$ cat src/verilog/pmul_defs.svh
/*
 * constants of the parallel multiplier: widths, depth, reset values.
 * assumes nothing; definitions only, included by bare name.
 */
`ifndef PMUL_DEFS_SVH
`define PMUL_DEFS_SVH

// ****************************************
// widths and depths
// ****************************************
`define PMUL_OPND_W 16
`define PMUL_HALF_W 16
`define PMUL_PROD_W 32
`define PMUL_FIFO_DEPTH 16
`define PMUL_FIFO_AW 4

// ****************************************
// reset values
// ****************************************
`define PMUL_OPND_RST 16'h0000
`define PMUL_HALF_RST 16'h0000

`endif

$ cat src/verilog/pmul_pkg.sv
/*
 * types used by the multiplier top; its product fifo takes only a plain WIDTH.
 * assumes pmul_defs.svh is on the include path.
 */
`include "pmul_defs.svh"

package pmul_pkg;

    // ****************************************
    // operand and product carriers
    // ****************************************
    typedef struct packed {
        logic tc;
        logic [`PMUL_OPND_W-1:0] val;
    } pmul_opnd_t;

    typedef struct packed {
        logic [`PMUL_HALF_W-1:0] hi;
        logic [`PMUL_HALF_W-1:0] lo;
    } pmul_prod_t;

endpackage

$ cat src/verilog/pmul_top.sv
/*
 * 16x16 parallel multiplier with individually strobed operand and product
 * registers, two product output arrangements and three-state outputs.
 * assumes all inputs synchronous to CLK_SYS; register "clocks" arrive as
 * synchronous strobes whose rising edge is detected here.
 * a strobe must be seen low for at least one CLK_SYS sample before its
 * next rise counts; a strobe held high loads only once.
 * products queue in a 16-word fifo between the array and the output
 * registers, so low strobes retire them in the order they were made.
 * the host must release the shared y port whenever Y_OE is high.
 * the fifo storage itself is never cleared; only its pointers and count reset.
 */
`timescale 1ns/10ps
`default_nettype none
`include "pmul_defs.svh"

// Functional notes
// - multiply 16-bit x by 16-bit y into a full 32-bit product
// - each operand separately chosen as two's complement or unsigned
// - operand and product registers each load on their own strobe
// - every register loads only on the rising edge of its own strobe
// - first arrangement: halves selected one at a time onto dedicated port
// - second arrangement: low half driven onto the shared y port
// - all product outputs can float; host must not drive shared port while Y_OE is high
// - product output registers can be made transparent
module pmul_top (
    input wire logic CLK_SYS,
    input wire logic RST_B,
    input wire logic [`PMUL_OPND_W-1:0] X_IN,
    input wire logic [`PMUL_OPND_W-1:0] Y_IN,
    input wire logic TC_X,
    input wire logic TC_Y,
    input wire logic LOAD_X,
    input wire logic LOAD_Y,
    input wire logic LOAD_HIGH,
    input wire logic LOAD_LOW,
    input wire logic TRANSPARENT,
    input wire logic SEL_HIGH,
    input wire logic SHARE_LOW,
    input wire logic PROD_EN,
    input wire logic SHARE_EN,
    output logic IN_READY,
    output logic PROD_VALID,
    output logic [`PMUL_HALF_W-1:0] PROD_OUT,
    output logic PROD_OE,
    output logic [`PMUL_HALF_W-1:0] Y_OUT,
    output logic Y_OE
);

    // ****************************************
    // reset release
    // ****************************************
    logic rst_s1_r, rst_n;

    // two flops so the release never reaches the state close to a clock edge
    always_ff @(posedge CLK_SYS or negedge RST_B) begin
        if (!RST_B) begin
            rst_s1_r <= 1'b0;
            rst_n <= 1'b0;
        end else begin
            rst_s1_r <= 1'b1;
            rst_n <= rst_s1_r;
        end
    end

    // ****************************************
    // strobe edge detection
    // ****************************************
    logic [3:0] strb_r, strb_nxt;
    logic rise_x, rise_y, rise_hi, rise_lo;

    // inputs are synchronous, so the previous sample is enough for an edge
    // limitation: a strobe pulse shorter than one clock period can be missed
    always_comb begin
        strb_nxt = {LOAD_LOW, LOAD_HIGH, LOAD_Y, LOAD_X};
        rise_x = LOAD_X & ~strb_r[0];
        rise_y = LOAD_Y & ~strb_r[1];
        rise_hi = LOAD_HIGH & ~strb_r[2];
        rise_lo = LOAD_LOW & ~strb_r[3];
    end

    // history starts high so a strobe already up at release cannot load
    always_ff @(posedge CLK_SYS or negedge rst_n) begin
        if (!rst_n) begin
            strb_r <= 4'hf;
        end else begin
            strb_r <= strb_nxt;
        end
    end

    // ****************************************
    // operand registers
    // ****************************************
    pmul_pkg::pmul_opnd_t x_r, x_nxt, y_r, y_nxt;
    logic pend_r, pend_nxt;
    logic fifo_in_ready, take_x, take_y;
    pmul_pkg::pmul_prod_t prod;
    logic signed [`PMUL_OPND_W:0] x_ext, y_ext;
    logic signed [2*`PMUL_OPND_W+1:0] full_prod;

    // a loaded pair waits one cycle to enter the fifo; loads stall meanwhile.
    // y is refused while the shared port is driven, since it would read back our own bits
    // a full fifo keeps the pair pending, which stalls the host through IN_READY
    always_comb begin
        IN_READY = ~pend_r;
        take_x = rise_x & ~pend_r;
        take_y = rise_y & ~pend_r & ~Y_OE;
        x_nxt = x_r;
        y_nxt = y_r;
        if (take_x) begin
            x_nxt = '{tc: TC_X, val: X_IN};
        end
        if (take_y) begin
            y_nxt = '{tc: TC_Y, val: Y_IN};
        end
        pend_nxt = pend_r;
        if (take_x | take_y) begin
            pend_nxt = 1'b1;
        end else if (fifo_in_ready) begin
            pend_nxt = 1'b0;
        end
    end

    // operands and the pending flag
    always_ff @(posedge CLK_SYS or negedge rst_n) begin
        if (!rst_n) begin
            x_r <= '{tc: 1'b0, val: `PMUL_OPND_RST};
            y_r <= '{tc: 1'b0, val: `PMUL_OPND_RST};
            pend_r <= 1'b0;
        end else begin
            x_r <= x_nxt;
            y_r <= y_nxt;
            pend_r <= pend_nxt;
        end
    end

    // ****************************************
    // multiplier array
    // ****************************************
    // one extra bit per operand: sign copy for two's complement, zero for unsigned
    // 17x17 signed never overflows 34 bits; the top two bits only repeat the sign
    always_comb begin
        x_ext = $signed({x_r.tc & x_r.val[`PMUL_OPND_W-1], x_r.val});
        y_ext = $signed({y_r.tc & y_r.val[`PMUL_OPND_W-1], y_r.val});
        full_prod = x_ext * y_ext;
        prod = full_prod[`PMUL_PROD_W-1:0];
    end

    // ****************************************
    // product fifo
    // ****************************************
    pmul_pkg::pmul_prod_t head;
    logic head_valid, pop;

    // decouples the array from the output strobes so products can queue
    pmul_fifo #(
        .WIDTH(`PMUL_PROD_W),
        .DEPTH(`PMUL_FIFO_DEPTH),
        .AW(`PMUL_FIFO_AW)
    ) pmul_fifo_inst (
        .clk(CLK_SYS),
        .rst_n(rst_n),
        .in_valid(pend_r),
        .in_ready(fifo_in_ready),
        .in_data(prod),
        .out_valid(head_valid),
        .out_ready(pop),
        .out_data(head)
    );

    // ****************************************
    // product output registers
    // ****************************************
    logic [`PMUL_HALF_W-1:0] hi_r, hi_nxt, lo_r, lo_nxt;
    logic [`PMUL_HALF_W-1:0] hi_q, lo_q;

    // high strobe copies head; low strobe copies head and retires it
    always_comb begin
        pop = rise_lo & head_valid;
        hi_nxt = hi_r;
        lo_nxt = lo_r;
        if (rise_hi & head_valid) begin
            hi_nxt = head.hi;
        end
        if (pop) begin
            lo_nxt = head.lo;
        end
        hi_q = TRANSPARENT ? head.hi : hi_r;
        lo_q = TRANSPARENT ? head.lo : lo_r;
        PROD_VALID = head_valid;
    end

    // output halves
    always_ff @(posedge CLK_SYS or negedge rst_n) begin
        if (!rst_n) begin
            hi_r <= `PMUL_HALF_RST;
            lo_r <= `PMUL_HALF_RST;
        end else begin
            hi_r <= hi_nxt;
            lo_r <= lo_nxt;
        end
    end

    // ****************************************
    // output arrangement and enables
    // ****************************************
    // in shared mode the dedicated port carries only the high half
    always_comb begin
        if (SHARE_LOW) begin
            // low half lives on the shared port, so only the high half is left here
            PROD_OUT = hi_q;
        end else if (SEL_HIGH) begin
            PROD_OUT = hi_q;
        end else begin
            PROD_OUT = lo_q;
        end
        // enables stay low until the internal reset has been released
        PROD_OE = PROD_EN & rst_n;
        Y_OUT = lo_q;
        Y_OE = SHARE_LOW & SHARE_EN & rst_n;
    end

endmodule

`default_nettype wire

$ cat src/verilog/pmul_fifo.sv
/*
 * synchronous fifo with valid/ready on both sides, honest full and empty.
 * assumes one clock and an active-low asynchronous reset already synchronised.
 */
`timescale 1ns/10ps
`default_nettype none

module pmul_fifo #(
    parameter int WIDTH = 32,
    parameter int DEPTH = 16,
    parameter int AW = 4
) (
    input wire logic clk,
    input wire logic rst_n,
    input wire logic in_valid,
    output logic in_ready,
    input wire logic [WIDTH-1:0] in_data,
    output logic out_valid,
    input wire logic out_ready,
    output logic [WIDTH-1:0] out_data
);

    logic [WIDTH-1:0] mem [DEPTH];
    logic [AW-1:0] wr_r, wr_nxt, rd_r, rd_nxt;
    logic [AW:0] cnt_r, cnt_nxt;
    logic push, pop;

    // ****************************************
    // pointer and count update
    // ****************************************
    always_comb begin
        in_ready = (cnt_r != (AW+1)'(DEPTH)); // full only when every word is taken
        out_valid = (cnt_r != '0);
        push = in_valid & in_ready;
        pop = out_valid & out_ready;
        wr_nxt = push ? wr_r + 1'b1 : wr_r;
        rd_nxt = pop ? rd_r + 1'b1 : rd_r;
        cnt_nxt = cnt_r + {{AW{1'b0}}, push} - {{AW{1'b0}}, pop};
        out_data = mem[rd_r];
    end

    always_ff @(posedge clk or negedge rst_n) begin
        if (!rst_n) begin
            wr_r <= '0;
            rd_r <= '0;
            cnt_r <= '0;
        end else begin
            wr_r <= wr_nxt;
            rd_r <= rd_nxt;
            cnt_r <= cnt_nxt;
        end
    end

    // storage has no reset; only written on push
    always_ff @(posedge clk) begin
        if (push) begin
            mem[wr_r] <= in_data;
        end
    end

endmodule

`default_nettype wire

$ cat config.mk
export PLATFORM = sky130hd
export DESIGN_NAME = pmul_top
export DESIGN_NICKNAME = d
export VERILOG_FILES = /design/src/verilog/pmul_pkg.sv /design/src/verilog/pmul_top.sv /design/src/verilog/pmul_fifo.sv
export VERILOG_INCLUDE_DIRS = /design/src /design/src/verilog
export SDC_FILE = /design/constraint.sdc
export NUM_CORES = 1
export LEC_CHECK = 0
export BUFFER_PORTS_ARGS = -buffer_cell sky130_fd_sc_hd__buf_4
export CAP_MARGIN = 5
export CORE_ASPECT_RATIO = 1.25
export CORE_MARGIN = 4
export CORE_UTILIZATION = 59
export CTS_CLUSTER_DIAMETER = 60
export CTS_CLUSTER_SIZE = 25
export DETAILED_ROUTE_END_ITERATION = 12
export PLACE_DENSITY_LB_ADDON = 0.2
export REMOVE_ABC_BUFFERS = 1
export SLEW_MARGIN = 20
export SYNTH_ARGS = -nofsm -noshare
export SYNTH_HDL_FRONTEND = slang
export SYNTH_HIERARCHICAL = 1
export SYNTH_SLANG_ARGS = --single-unit
$ cat constraint.sdc
create_clock -name CLK_SYS -period 3.4 [get_ports CLK_SYS]
set_clock_uncertainty 0.05 [all_clocks]
set_input_delay 0.34 -clock CLK_SYS [delete_from_list [all_inputs] [get_ports CLK_SYS]]
set_output_delay 0.34 -clock CLK_SYS [all_outputs]
set_load 0.01 [all_outputs]
==> results.yml <==
status:
  outcome: "finished, violations left"
  violations: "setup timing"
logic_synthesis:
  synth_top_cell_by_area: "edfxtp_1"
  synth_area_sq_um: 34200
  synthFlopType: "edfxtp_1"
  syn_inst: 2465
  ys_ff_latch: 598
  ys_async_sr_fraction: 0.1438
  synth_area_leaders: "edfxtp_1, fa_1, dfrtp_1, mux2i_1, mux4_2"
  synth-edff-count: 512
  yosys.area.top_type_share: 0.4496
  syn_avg_cell_area_sq_um: 13.87
  ys_seq_area_frac: 0.5127
  synth_cell_type_count: 66
  ys_warn_count: 6
critical_path:
  r2r-start: "y_ext[6]"
  cp-end-kind: "flip-flop"
  reg2reg_to: "pmul_fifo_inst/mem[3][30]"
  critPathArrivalTime_ns: 6.53
  cp_num_buf_inv: 10
  cpMostUsedCell: "fa_1"
  r2r_setup_slack_ns: -2.72
  worstPathRequired_ns: 3.81
  crit_type: "reg -> reg"
  path_max_fanout: 8
  worstRegToRegCells: 23
  critPathSlowestCell: "fa_1"
  crit_family: "adder cells"
  crit_path_max_incr_delay_ns: 0.55
  path_cells: "buf_12 -> nand2_4 -> fa_1 -> inv_2 -> fa_1 -> inv_2 -> fa_2 -> inv_2 -> fa_1 -> fa_1 -> inv_1 -> fa_1 -> inv_1 -> ha_2 -> buf_6 -> a2111o_1 -> buf_4 -> o22ai_4 -> nor4_4 -> buf_4 -> or4_4 -> o311ai_4 -> buf_6"
  cp.depth: 23
  cp-start-kind: "flip-flop"
clock_network:
  numCtsBuffers: 38
  clk_pin_slew_ns: 0.09
  clockBufferDepth: 3
  cts_tree: "built"
  cts_max_level: 2
  ctsRootBufferMaster: "clkbuf_16"
  clk_latency_ns: 0.59
  cts_sinks: 598
floorplan:
  coreArea_sq_um: 57260
  rows: 98
  die_h_microns: 277.2
  initial_core_util: 0.5972
  die_x_microns: 223.3
  dieArea_sq_um: 61900
  ioPinCount: 81
cells_and_area:
  num_antenna_cells: 0
  final_cell_mix: "edfxtp_1, buf_4, inv_1"
  nNetsFinal: 3280
  final_area_sq_um: 41130
  final_common_cell: "edfxtp_1"
  fin_util: 0.7182
  synthToLayoutAreaGrowth_pct: 20.26
  drive_gt1_frac: 0.2878
grt:
  grt_max_degree: 57
  overflow: 0
  grt_pass1_wl_mm: 130.2
  antenna_found_initial: 0
  grt_pass1_vias: 22589
  grt_usage: 0.2742
timing:
  slew_viol_final: 0
  finalHoldViolations: 0
  setup_viol: 476
  rsz0062_at_grt: "yes"
  clock.fmax_mhz: 163.3
  relSlewSlack: 0.3185
  fin_crit_sh: 1.801
  worst_slew_pin_slew_ns: 1.022
  min_period_ns: 6.122
  timing.final.ws_setup_ns: -2.722
drt:
  antenna_left: 0
  drcViolationCount: 0
  drtIter0Drc: 1881
  wirelength_mm: 84.11
  first_pass_iters: 5
  drt-wirelength-per-cell_microns: 23.12
  dr_total_vias: 20974
  via_per_inst: 5.767
placement:
  io_buffers: 80
  dp_hpwl_mm: 56.70
  place_congestion: 0.9348
  dpl-instance-area_sq_um: 37580
min_path:
  worst_hold_path_type: "in -> async"
job:
  drv_cap: 0
==> sequential cells by signal (all words and copies together) (netlist names) <==
name	cells
pmul_fifo_inst/mem	512
hi_r	16
lo_r	16
x_ext	16
y_ext	16
pmul_fifo_inst/cnt_r	5
pmul_fifo_inst/rd_r	4
pmul_fifo_inst/wr_r	4
strb_r	4
pend_r	1
rst_n	1
rst_s1_r	1
x_r	1
y_r	1
==> per-stage QoR <==
stage	instances	worst slack [ns]	setup TNS (ns)	hold WS, ns
after global routing	3637	-2.852	-1023.78	0.02255
after CTS	3618	-2.658	-934.66	0.006592
after floorplan	2348	-5.088	-1324.97	-0.005591
after global placement	3438	-3.259	-999.29	0.07189
final	3637	-2.722	-938.91	0.04185
after detailed placement	3438	-3.397	-1027.09	0.07425
==> worst reg2reg max path: stages (launching register included) <==
cell and delay [ns]:
dfrtp_2 0.48, buf_12 0.15, nand2_4 0.04, fa_1 0.52
inv_2 0.05, fa_1 0.54, inv_2 0.04, fa_2 0.38
inv_2 0.07, fa_1 0.44, fa_1 0.55, inv_1 0.05
fa_1 0.47, inv_1 0.04, ha_2 0.17, buf_6 0.11
a2111o_1 0.43, buf_4 0.16, o22ai_4 0.22, nor4_4 0.10
buf_4 0.17, or4_4 0.43, o311ai_4 0.13, buf_6 0.19
==> how the worst max path moves through the flow <==
stage / start / endpoint
after floorplan: pmul_fifo_inst/rd_r[0] / PROD_OUT[15]
after global placement: y_ext[8] / pmul_fifo_inst/mem[12][25]
after detailed placement: y_ext[8] / pmul_fifo_inst/mem[13][25]
after CTS: y_ext[15] / pmul_fifo_inst/mem[3][30]
after global routing: y_ext[6] / pmul_fifo_inst/mem[3][30]
final: y_ext[6] / pmul_fifo_inst/mem[3][30]
==> timing repair <==
action | in CTS | in global routing
setup buffers | 71 | 19
hold buffers | 36 | 0
gates cloned | 6 | 1
resized for setup | 228 | 86
endpoints found under the setup margin | 477 | 479
endpoints found under the hold margin | 37 | 0
pin swaps | 102 | 67
==> layout make-up <==
type,count,area [sq um]
fillers,3635,16140
clock buffers,46,1012
multi-input cells,1406,15680
inverters,345,1295
flip-flops and latches,598,17570
well taps,750,938.4
clock inverters,22,271.5
repair buffers,470,4364
==> synthesized netlist by cell type (2+ instances only) <==
cell / n
or2_2: 6
mux2_1: 28
o21bai_1: 9
nand4_1: 3
nand2b_1: 4
xor2_1: 9
buf_2: 18
buf_1: 5
o21ai_1: 14
nor3b_1: 2
nand3b_1: 2
o21ai_0: 54
a22oi_1: 32
buf_6: 14
mux2_2: 39
a31oi_1: 2
dfstp_2: 4
a31o_1: 2
o21a_1: 2
a21oi_1: 26
o22ai_1: 2
mux2i_1: 144
xnor2_1: 39
a21o_1: 6
a211o_1: 2
fa_1: 283
edfxtp_1: 512
inv_1: 344
and2_1: 133
and3_1: 10
o21a_2: 2
buf_4: 6
a211oi_1: 2
nor3_1: 7
mux4_2: 64
clkbuf_1: 73
a221oi_1: 64
dfrtp_1: 82
nand3_1: 5
nand2_1: 251
nor2_1: 39
o31ai_1: 4
ha_1: 93
==> per-layer routing <==
layer  part of all wire  track usage  wire, microns
met1               0.37       0.3429          31160
met2               0.53       0.4958          44600
met3              0.056      0.03011           4724
met4              0.043      0.09976           3619
met5                  0            0              0
==> kinds of logic (layout without fill, tap and decap cells) <==
kind of cell	Yosys count	count (layout)	synth area share
AOI/OAI and AO/OA	232	233	0.04749
xor gates and xnor gates	48	48	0.01229
adders and majority gates	376	376	0.1997
buffers and inverters	462	883	0.05514
DFF	598	598	0.5127
muxes	276	276	0.1068
other	1	1	0.0001097
and+or+nand+nor	472	472	0.06582
Power is left out: the tool's default activity adds up to more than one toggle a clock period on the data nets, which glitch-free logic cannot reach.
